<file path="src/design/lsrc_pkg.sv">
// package: register map, field layout and reset values of the low-supply reset control
package lsrc_pkg;

    // =========================================================
    // register byte offsets
    localparam logic [7:0] LSRC_CFG_OFS = 8'h00;
    localparam logic [7:0] LSRC_STATUS_OFS = 8'h04;
    localparam logic [7:0] LSRC_EVT_STAT_OFS = 8'h08;
    localparam logic [7:0] LSRC_EVT_MASK_OFS = 8'h0C;

    // =========================================================
    // configuration_register_one fields
    localparam int LSRC_CFG_PWRD_BIT = 0;
    localparam int LSRC_CFG_RSTD_BIT = 1;
    localparam int LSRC_CFG_STOPEN_BIT = 2;
    localparam int LSRC_CFG_W = 3;
    // monitor enabled, resets enabled, off in stop
    localparam logic [2:0] LSRC_CFG_RST = 3'h0;

    // =========================================================
    // supply_status_register fields
    localparam int LSRC_STAT_FLAG_BIT = 0;
    localparam int LSRC_STAT_HOLD_BIT = 1;
    localparam int LSRC_STAT_ACTIVE_BIT = 2;

    // =========================================================
    // event status / mask fields
    localparam int LSRC_EVT_FLAG_SET_BIT = 0;
    localparam int LSRC_EVT_FLAG_CLR_BIT = 1;
    localparam int LSRC_EVT_RESET_BIT = 2;
    localparam int LSRC_EVT_W = 3;
    localparam logic [2:0] LSRC_EVT_RST = 3'h0;

    localparam int LSRC_SYNC_STAGES = 2;

    typedef enum logic [1:0] {
        LSRC_BUS_IDLE = 2'b00,
        LSRC_BUS_WAIT = 2'b01,
        LSRC_BUS_DONE = 2'b10
    } lsrc_bus_state_t;

endpackage : lsrc_pkg

</file>
<file path="src/design/lsrc_sync2.sv">
// two flip-flop synchroniser for asynchronous levels
`timescale 1ns/1ps
module lsrc_sync2 #(
    parameter int WIDTH = 1
) (
    input wire logic clk,
    input wire logic resetn,
    input wire logic [WIDTH-1:0] async_in,
    output logic [WIDTH-1:0] sync_out
);
    logic [WIDTH-1:0] meta_r;

    // first stage is read only by the second stage
    always_ff @(posedge clk or negedge resetn) begin
        if (!resetn) begin
            meta_r <= '0;
            sync_out <= '0;
        end else begin
            meta_r <= async_in;
            sync_out <= meta_r;
        end
    end
endmodule : lsrc_sync2

</file>
<file path="src/design/lsrc_ahb_slave.sv">
// ahb-lite slave front end: one wait state per transfer, turns transfers into strobes
`timescale 1ns/1ps
module lsrc_ahb_slave
    import lsrc_pkg::*;
(
    input wire logic clk,
    input wire logic resetn,
    input wire logic hsel,
    input wire logic [31:0] haddr,
    input wire logic [1:0] htrans,
    input wire logic hwrite,
    input wire logic [2:0] hsize,
    input wire logic hready,
    output logic hreadyout,
    output logic hresp,
    output logic wr_stb,
    output logic rd_stb,
    output logic [7:0] acc_addr
);
    lsrc_bus_state_t state_r;
    logic write_r;
    logic take;

    // htrans[1] covers NONSEQ and SEQ; only whole words are used, hsize is not checked
    assign take = hsel && hready && htrans[1];
    assign hreadyout = (state_r != LSRC_BUS_WAIT);
    assign hresp = 1'b0;
    assign wr_stb = (state_r == LSRC_BUS_WAIT) && write_r;
    assign rd_stb = (state_r == LSRC_BUS_WAIT) && !write_r;

    // =========================================================
    // transfer sequencing
    always_ff @(posedge clk or negedge resetn) begin
        if (!resetn) begin
            state_r <= LSRC_BUS_IDLE;
            write_r <= 1'b0;
            acc_addr <= 8'h00;
        end else begin
            unique case (state_r)
                LSRC_BUS_IDLE, LSRC_BUS_DONE: begin
                    if (take) begin
                        state_r <= LSRC_BUS_WAIT;
                        write_r <= hwrite;
                        acc_addr <= {haddr[7:2], 2'b00};
                    end else begin
                        state_r <= LSRC_BUS_IDLE;
                    end
                end
                LSRC_BUS_WAIT: begin
                    state_r <= LSRC_BUS_DONE;
                end
                default: begin
                    state_r <= LSRC_BUS_IDLE;
                end
            endcase
        end
    end
endmodule : lsrc_ahb_slave

</file>
<file path="src/design/lsrc_top.sv">
// low-supply reset control: monitor gating, hysteretic flag, reset hold and register file
//
// Design decisions made here: the register offsets and register access over AHB-Lite.
`timescale 1ns/1ps
module lsrc_top
    import lsrc_pkg::*;
(
    input wire logic clk,
    input wire logic resetn,
    input wire logic hsel,
    input wire logic [31:0] haddr,
    input wire logic [1:0] htrans,
    input wire logic hwrite,
    input wire logic [2:0] hsize,
    input wire logic hready,
    input wire logic [31:0] hwdata,
    output logic hreadyout,
    output logic hresp,
    output logic [31:0] hrdata,
    input wire logic below_falling_trip,
    input wire logic above_rising_trip,
    input wire logic wait_mode,
    input wire logic stop_mode,
    output logic monitor_power_down,
    output logic supply_reset_req,
    output logic reset_pin_out,
    output logic reset_pin_oe,
    output logic wake_req,
    output logic event_irq
);
    // =========================================================
    // register decode, shared by the config and mask writes and the event-status read; the read-data mux decodes acc_addr itself
    function automatic logic reg_hit(input logic stb, input logic [7:0] addr,
        input logic [7:0] ofs);
        return stb && (addr == ofs);
    endfunction : reg_hit

    // =========================================================
    // bus front end
    logic wr_stb;
    logic rd_stb;
    logic [7:0] acc_addr;

    lsrc_ahb_slave u_bus (
        .clk(clk),
        .resetn(resetn),
        .hsel(hsel),
        .haddr(haddr),
        .htrans(htrans),
        .hwrite(hwrite),
        .hsize(hsize),
        .hready(hready),
        .hreadyout(hreadyout),
        .hresp(hresp),
        .wr_stb(wr_stb),
        .rd_stb(rd_stb),
        .acc_addr(acc_addr)
    );

    // =========================================================
    // comparator inputs
    logic [1:0] cmp_sync;
    logic below_fall_s;
    logic above_rise_s;

    lsrc_sync2 #(.WIDTH(2)) u_sync (
        .clk(clk),
        .resetn(resetn),
        .async_in({below_falling_trip, above_rising_trip}),
        .sync_out(cmp_sync)
    );
    assign below_fall_s = cmp_sync[1];
    assign above_rise_s = cmp_sync[0];

    // =========================================================
    // configuration_register_one
    logic [LSRC_CFG_W-1:0] cfg_r;
    logic supply_reset_disable;
    logic stop_mode_monitor_enable;

    always_ff @(posedge clk or negedge resetn) begin
        if (!resetn) begin
            cfg_r <= LSRC_CFG_RST;
        end else if (reg_hit(wr_stb, acc_addr, LSRC_CFG_OFS)) begin
            cfg_r <= hwdata[LSRC_CFG_W-1:0];
        end
    end
    assign monitor_power_down = cfg_r[LSRC_CFG_PWRD_BIT];
    assign supply_reset_disable = cfg_r[LSRC_CFG_RSTD_BIT];
    assign stop_mode_monitor_enable = cfg_r[LSRC_CFG_STOPEN_BIT];

    // =========================================================
    // monitor gating
    logic monitor_active;
    logic reset_allowed;

    // wait mode never gates the monitor; stop mode needs its own enable
    assign monitor_active = !monitor_power_down
        && (!stop_mode || stop_mode_monitor_enable);
    assign reset_allowed = monitor_active && !supply_reset_disable;

    // =========================================================
    // hysteretic low-supply flag
    logic low_supply_flag;

    always_ff @(posedge clk or negedge resetn) begin
        if (!resetn) begin
            low_supply_flag <= 1'b0;
        end else if (!monitor_active) begin
            low_supply_flag <= low_supply_flag;
        end else if (below_fall_s) begin
            low_supply_flag <= 1'b1;
        end else if (above_rise_s) begin
            low_supply_flag <= 1'b0;
        end
    end

    // =========================================================
    // reset hold
    logic reset_hold_r;
    logic reset_fire;

    assign reset_fire = reset_allowed && below_fall_s && !reset_hold_r;
    // once fired, only the rising level releases it; the config cannot cut it short
    always_ff @(posedge clk or negedge resetn) begin
        if (!resetn) begin
            reset_hold_r <= 1'b0;
        end else if (reset_fire) begin
            reset_hold_r <= 1'b1;
        end else if (reset_hold_r && above_rise_s && !below_fall_s) begin
            reset_hold_r <= 1'b0;
        end
    end

    // open-drain reset pin: only ever pulled low
    assign supply_reset_req = reset_hold_r;
    assign reset_pin_out = 1'b0;
    assign reset_pin_oe = reset_hold_r;
    assign wake_req = reset_hold_r && (wait_mode || stop_mode);

    // =========================================================
    // event status, read-to-clear, and mask
    logic [LSRC_EVT_W-1:0] evt_stat_r;
    logic [LSRC_EVT_W-1:0] evt_mask_r;
    logic [LSRC_EVT_W-1:0] evt_set;
    logic flag_d_r;
    logic evt_rd;

    always_ff @(posedge clk or negedge resetn) begin
        if (!resetn) begin
            flag_d_r <= 1'b0;
        end else begin
            flag_d_r <= low_supply_flag;
        end
    end

    always_comb begin
        evt_set = '0;
        evt_set[LSRC_EVT_FLAG_SET_BIT] = low_supply_flag && !flag_d_r;
        evt_set[LSRC_EVT_FLAG_CLR_BIT] = !low_supply_flag && flag_d_r;
        evt_set[LSRC_EVT_RESET_BIT] = reset_fire;
    end

    assign evt_rd = reg_hit(rd_stb, acc_addr, LSRC_EVT_STAT_OFS);
    // a new event in the reading cycle survives the clear
    always_ff @(posedge clk or negedge resetn) begin
        if (!resetn) begin
            evt_stat_r <= LSRC_EVT_RST;
        end else if (evt_rd) begin
            evt_stat_r <= evt_set;
        end else begin
            evt_stat_r <= evt_stat_r | evt_set;
        end
    end

    always_ff @(posedge clk or negedge resetn) begin
        if (!resetn) begin
            evt_mask_r <= LSRC_EVT_RST;
        end else if (reg_hit(wr_stb, acc_addr, LSRC_EVT_MASK_OFS)) begin
            evt_mask_r <= hwdata[LSRC_EVT_W-1:0];
        end
    end

    // system-side line, masked off after reset; the monitor makes no cpu request of its own
    assign event_irq = |(evt_stat_r & evt_mask_r);

    // =========================================================
    // read data; writes to the status registers are ignored
    always_ff @(posedge clk or negedge resetn) begin
        if (!resetn) begin
            hrdata <= 32'h0000_0000;
        end else if (rd_stb) begin
            unique case (acc_addr)
                LSRC_CFG_OFS: hrdata <= {29'h0000_0000, cfg_r};
                LSRC_STATUS_OFS: hrdata <= {29'h0000_0000, monitor_active,
                    reset_hold_r, low_supply_flag};
                LSRC_EVT_STAT_OFS: hrdata <= {29'h0000_0000, evt_stat_r};
                LSRC_EVT_MASK_OFS: hrdata <= {29'h0000_0000, evt_mask_r};
                default: hrdata <= 32'h0000_0000;
            endcase
        end
    end
endmodule : lsrc_top

</file>
<file path="config.mk">
export PLATFORM = sky130hd
export DESIGN_NAME = lsrc_top
export DESIGN_NICKNAME = d
export VERILOG_FILES = /design/src/design/lsrc_pkg.sv /design/src/design/lsrc_sync2.sv /design/src/design/lsrc_ahb_slave.sv /design/src/design/lsrc_top.sv
export SDC_FILE = /design/constraint.sdc
export NUM_CORES = 1
export LEC_CHECK = 0
export BUFFER_PORTS_ARGS = -buffer_cell sky130_fd_sc_hd__buf_2
export CORE_AREA = 2 2 64 66
export DETAILED_ROUTE_END_ITERATION = 10
export DIE_AREA = 0 0 66 68
export GPL_TIMING_DRIVEN = 0
export PLACE_DENSITY = 0.78
export SYNTH_ARGS = -nofsm -noshare
export SYNTH_HDL_FRONTEND = slang
export SYNTH_SLANG_ARGS = --single-unit
</file>
<file path="constraint.sdc">
create_clock -name clk -period 2 [get_ports clk]
set_input_delay 0.4 -clock clk [delete_from_list [all_inputs] [get_ports clk]]
set_output_delay 0.4 -clock clk [all_outputs]
set_load 0.05 [all_outputs]
</file>
==> metrics.md, run 1 <==
| Metric | Value |
|---|---|
| Status | `complete, no violations` |
| Worst Clk Skew | `0.00414 ns` |
| Reg-to-reg startpoint | `u_bus.acc_addr[6]$_DFFE_PN0P_` |
| Yosys warns | `0` |
| Wire per inst | `10.7 um` |
| Nets@finish | `254` |
| Total grt overflow | `0` |
| Max Slew Vio Count | `0` |
| DP HPWL | `1.95 mm` |
| Die Span Y | `68 um` |
| Placed insts | `221` |
| Synth Area per Inst | `12.2 um^2` |
| WS Path Type | `register to output port` |
| Clock root buffer | `clkbuf_8` |
| Ports | `118` |
| Die W | `66 um` |
| Pin count of the biggest net entering global routing | `29` |
| TritonRoute pass-1 iters | `4` |
| CTS Hold Bufs | `0` |
| CTS H-tree lvls | `1` |
| Final period util | `0.880` |
| Max_cap viols | `0` |
| Worst-path clk slew | `0.09 ns` |
| Die Area | `4490 um^2` |
| Worst skew pair latency | `0.28 ns` |
| Via count | `925` |
| CTS Buffer Depth | `2` |
| Vias/cell | `4.11` |
| Initial cell density of the core | `0.362` |
| Pwr per Cell Area | `913 nW/um^2` |
| Final ANT Viol Nets | `0` |
| Synth Area in Compound Gates | `0.0699` |
| Antenna diodes | `0` |
| TNS Setup | `0 ns` |
| Worst Path Arrival | `1.36 ns` |
| Drt total wl | `2.40 mm` |
| Final Critical Period | `1.76 ns` |
| Crit path launch type | `register` |
| Synth-to-Final Area Change | `27.3%` |
| Core area | `3860 um^2` |
| #FFs+latches synth | `28` |
| FP Rows | `23` |
| Synth Area in XOR/XNOR | `0` |
| CP Max Fanout | `3` |
| Slew HR | `0.607` |
| Worst Path Required | `1.60 ns` |
| Post-CTS Setup Bufs | `0` |
| Post-CTS resize count | `0` |
| Post-Synth Adder-Cell Area | `0` |
| Worst-Margin Slew | `0.590 ns` |
| Global-route wire length before repair | `3.75 mm` |
| Final hold violation count | `0` |
| Fin area | `1780 um^2` |
| Antenna violations before repair | `0` |
| Min-delay worst type | `input port to asynchronous set/reset pin` |
| Post-synthesis sequential area ratio | `0.502` |
| CP Launch Point | `evt_stat_r[1]$_DFF_PN0_` |
| Most frequent cells in the layout | `32 x buf_4, 31 x conb_1, 28 x dfrtp_1` |
| Fin cells | `225` |
| Peak Freq | `568 MHz` |
| CTS Sinks | `28` |
| FILL cells | `386` |
| PortBufs | `27` |
| Pwr Total | `1620 uW` |
| Share of cells above drive strength 1 | `0.463` |
| Vias in the first global route | `818` |
| # DRC | `0` |
| Placed inst area | `1710 um^2` |
| VDD IR-drop max | `438 uV` |
| Iteration-0 DRC Markers | `14` |
| Combinational family with the most area after synthesis | `buffers and inverters` |
| Critical Path Sink Type | `output port` |
| GRT Overall Usage | `0.113` |
| TritonCTS clock tree | `built` |
| Static Leak | `0.000941 uW` |
| Final setup fails | `0` |
| Commonest non-fill, non-tap cell in the layout | `buf_4` |
| Post-synthesis cell type count | `25` |
| Mux share of post-synthesis cell area | `0.137` |
| Synth Area in Simple Gates | `0.0950` |
| TritonCTS buffer count | `3` |
| Gate Count Post-Synth | `114` |
| RSZ-0062 raised after global routing | `false` |
| Placer congestion estimate | `0.854` |
| Synth Cell Area | `1400 um^2` |
[power by group]
group / internal, uW / switching [uW] / leakage [uW]
clock network: 268 / 174 / 0.0000357
registers: 638 / 56.6 / 0.000337
logic: 168 / 317 / 0.000569
[stage by stage]
stage / utilization / setup slack [ns] / hold slack (ns)
after floorplan: - / 0.163 / 0.104
after global placement: 0.443 / 0.312 / 0.332
after detailed placement: 0.443 / 0.294 / 0.345
after CTS: 0.461 / 0.215 / 0.128
after global routing: 0.461 / 0.197 / 0.146
final: 0.461 / 0.239 / 0.112
[sequential cells by signal, summed over array words and instances (netlist names)]
register	count
u_bus.state_r	2
u_sync.sync_out	2
cfg_r	3
u_bus.write_r	1
hrdata	3
u_sync.meta_r	2
reset_pin_oe	1
low_supply_flag	1
evt_stat_r	3
evt_mask_r	3
u_bus.acc_addr	6
flag_d_r	1
[synthesized netlist by cell type]
cell	number	area share
or4_4	1	0.0081
a22o_1	4	0.025
nor2b_1	3	0.013
a222oi_1	1	0.0072
o41ai_1	1	0.0063
or3b_2	1	0.0063
o311a_1	1	0.0072
buf_4	32	0.17
nor4_1	2	0.0090
conb_1	1	0.0027
mux2_2	13	0.10
a211oi_1	1	0.0054
nor2_1	3	0.0081
nand3_1	1	0.0036
dfrtp_1	28	0.50
nand4b_1	3	0.019
mux4_2	2	0.032
nand2_1	2	0.0054
a2bb2oi_1	1	0.0063
nor3_4	1	0.012
inv_1	6	0.016
clkbuf_1	2	0.0054
o32ai_1	1	0.0063
nor3b_1	2	0.011
o2bb2ai_1	1	0.0063
[logic make-up (layout without fill, tap and decap cells)]
group           Yosys count  in the layout
simple gates             19             19
compound gates           11             11
mux                      15             15
buf+inv                  40             71
other cells               1             31
flops                    28             28
[critical path: stages, from the launching register on]
cell,delay [ns]
dfrtp_1,0.40
a222oi_1,0.40
inv_1,0.06
buf_2,0.21
[layout make-up]
class	count	area, um^2	area share
plain buffers	34	248	0.139
clock buffers	3	41.3	0.0232
clock inverters	1	30.0	0.0169
inverters	6	22.5	0.0127
multi-input cells	76	538	0.303
flip-flops and latches	28	701	0.394
well taps	50	62.6	0.0352
repair buffers	27	135	0.0760
[path summary, 6_finish.rpt]
path                                                      to  slack, ns  cells past startpoint
worst max-delay path                               event_irq       0.24                      3
worst min-delay path                    cfg_r[1]$_DFFE_PN0P_       0.11                      1
worst max register to register     evt_mask_r[2]$_DFFE_PN0P_       0.29                      3
worst min register to register  u_sync.sync_out[1]$_DFF_PN0_       0.36                      0
max in group asynchronous           reset_pin_oe$_DFFE_PN0P_       1.51                      1
min in group clk                  u_sync.meta_r[0]$_DFF_PN0_       0.22                      1
[per-layer routing]
layer / vias to the layer above / routed length (um) / global-route usage
met3: 5 / 218 / 0.0181
met1: 411 / 972 / 0.137
li1: 459 / - / -
met2: 50 / 1150 / 0.189
met4: 0 / 55 / 0.0689
met5: - / 0 / 0
Power figures use the tool's default switching activity.
==> inputs of run 2 (changes only) <==
--- a/config.mk
+++ b/config.mk
@@ -6,9 +6,9 @@
 export NUM_CORES = 1
 export LEC_CHECK = 0
 export BUFFER_PORTS_ARGS = -buffer_cell sky130_fd_sc_hd__buf_2
-export CORE_AREA = 2 2 64 66
+export CORE_AREA = 2 2 46 91
 export DETAILED_ROUTE_END_ITERATION = 10
-export DIE_AREA = 0 0 66 68
+export DIE_AREA = 0 0 48 93
 export GPL_TIMING_DRIVEN = 0
 export PLACE_DENSITY = 0.78
 export SYNTH_ARGS = -nofsm -noshare
==> run 2 against run 1 <==
Register-to-register slack better by 0.02 ns; combinational power increased by 1%; die area shrank 0.53%; non-clock buffer count is the same.
==> metrics.md, run 2 (synthesis results as in run 1) <==
| Metric | Value |
|---|---|
| TritonRoute pass-1 iters | `4 (unchanged)` |
| Post-CTS Setup Bufs | `0 (unchanged)` |
| Vias/cell | `4.21 (was 4.11)` |
| CTS H-tree lvls | `1 (unchanged)` |
| WS Path Type | `register to output port (unchanged)` |
| Post-CTS resize count | `0 (unchanged)` |
| Largest register FFs | `6 (unchanged)` |
| Min-delay worst type | `input port to asynchronous set/reset pin (unchanged)` |
| CTS Sinks | `28 (unchanged)` |
| Peak Freq | `568 MHz (about the same)` |
| Final ANT Viol Nets | `0 (unchanged)` |
| Synth-to-Final Area Change | `26.3% (was 27.3%)` |
| Max Slew Vio Count | `0 (unchanged)` |
| Fin cells | `226 (was 225)` |
| Share of cells above drive strength 1 | `0.463 (unchanged)` |
| CP Max Fanout | `3 (unchanged)` |
| Total grt overflow | `0 (unchanged)` |
| Wire per inst | `11.4 um (was 10.7 um)` |
| Vias in the first global route | `906 (was 818)` |
| Via count | `952 (was 925)` |
| Worst skew pair latency | `0.27 ns (was 0.28 ns)` |
| Ports | `118 (unchanged)` |
| TNS Setup | `0 ns (unchanged)` |
| Slew HR | `0.591 (was 0.607)` |
| TritonCTS clock tree | `built (unchanged)` |
| Top reg by flops | `u_bus.acc_addr (unchanged)` |
| Iteration-0 DRC Markers | `20 (was 14)` |
| Static Leak | `0.000934 uW (was 0.000941 uW)` |
| Die Span Y | `93 um (was 68 um)` |
| Placer congestion estimate | `0.709 (was 0.854)` |
| Critical Path Sink Type | `output port (unchanged)` |
| Global-route wire length before repair | `4.03 mm (was 3.75 mm)` |
| Die W | `48 um (was 66 um)` |
| Commonest non-fill, non-tap cell in the layout | `buf_4 (unchanged)` |
| CTS Hold Bufs | `0 (unchanged)` |
| CTS Buffer Depth | `2 (unchanged)` |
| Most frequent cells in the layout | `32 x buf_4, 31 x conb_1, 28 x dfrtp_1 (unchanged)` |
| Pwr per Cell Area | `867 nW/um^2 (was 913 nW/um^2)` |
| Worst-Margin Slew | `0.614 ns (was 0.590 ns)` |
| Antenna diodes | `0 (unchanged)` |
| Pwr Total | `1530 uW (was 1620 uW)` |
| PortBufs | `27 (unchanged)` |
| Final period util | `0.880 (about the same)` |
| Crit path launch type | `register (unchanged)` |
| Reg-to-reg startpoint | `u_bus.acc_addr[6]$_DFFE_PN0P_ (unchanged)` |
| VDD IR-drop max | `469 uV (was 438 uV)` |
| Final hold violation count | `0 (unchanged)` |
| Core area | `3800 um^2 (was 3860 um^2)` |
| TritonCTS buffer count | `3 (unchanged)` |
| DP HPWL | `2.09 mm (was 1.95 mm)` |
| Die Area | `4460 um^2 (was 4490 um^2)` |
| Drt total wl | `2.58 mm (was 2.40 mm)` |
| Worst Path Arrival | `1.36 ns (about the same)` |
| RSZ-0062 raised after global routing | `false (unchanged)` |
| GRT Overall Usage | `0.132 (was 0.113)` |
| Placed insts | `222 (was 221)` |
| FP Rows | `32 (was 23)` |
| CP Launch Point | `evt_stat_r[1]$_DFF_PN0_ (unchanged)` |
| Worst-path clk slew | `0.09 ns (about the same)` |
| Final Critical Period | `1.76 ns (about the same)` |
| R2R cell count | `3 (unchanged)` |
| Clock root buffer | `clkbuf_8 (unchanged)` |
| Worst Path Required | `1.60 ns (about the same)` |
| Antenna violations before repair | `0 (unchanged)` |
| Worst Clk Skew | `0.00133 ns (was 0.00414 ns)` |
| # DRC | `0 (unchanged)` |
| Final setup fails | `0 (unchanged)` |
| Max_cap viols | `0 (unchanged)` |
| Initial cell density of the core | `0.367 (was 0.362)` |
| Pin count of the biggest net entering global routing | `29 (unchanged)` |
| Nets@finish | `254 (unchanged)` |
| Status | `complete, no violations (unchanged)` |
-- run 2: area by class of cell --
| type | count | area [um^2] |
|---|---|---|
| well taps | 51 | 63.8 |
| fillers | 370 | 2040 |
| inverters | 6 | 22.5 |
| multi-input cells | 76 | 538 |
| repair buffers | 27 | 135 |
| flip-flops and latches | 28 | 701 |
| clock buffers | 4 | 55.1 |
| plain buffers | 34 | 248 |
-- run 2: worst paths after layout --
| path | to | slack (ns) |
|---|---|---|
| worst max-delay path | event_irq | 0.24 |
| worst min-delay path | u_sync.sync_out[1]$_DFF_PN0_ | 0.13 |
| worst max register to register | evt_mask_r[0]$_DFFE_PN0P_ | 0.31 |
| worst min register to register | u_sync.sync_out[0]$_DFF_PN0_ | 0.35 |
| max in group asynchronous | u_bus.state_r[1]$_DFF_PN0_ | 1.47 |
| min in group clk | u_sync.meta_r[1]$_DFF_PN0_ | 0.23 |
-- run 2: routing by layer --
metal | global-route usage | vias up | wire, um
met4 | 0.0878 | 0 | 88
met3 | 0.0251 | 7 | 173
met2 | 0.217 | 49 | 1420
met1 | 0.142 | 440 | 903
li1 | - | 456 | -
met5 | 0 | - | 0
-- run 2: power breakdown --
part	internal (uW)	switching [uW]	total (uW)
Sequential	638	55.4	694
Combinational	168	323	491
Clock	176	168	344
-- run 2: through the flow --
step                       util  hold slack, ns  instance area, um^2  setup WS [ns]
after global routing      0.463           0.172                 1760          0.144
after floorplan               -           0.104                 1510          0.163
after detailed placement  0.449           0.337                 1710          0.318
after global placement    0.449           0.332                 1710          0.327
final                     0.463           0.127                 1760          0.241
after CTS                 0.463           0.149                 1760          0.225
-- run 2: critical path, cell delays in order, from the launching register on --
cell and delay (ns):
dfrtp_1 0.42, a222oi_1 0.37, inv_1 0.08, buf_2 0.22
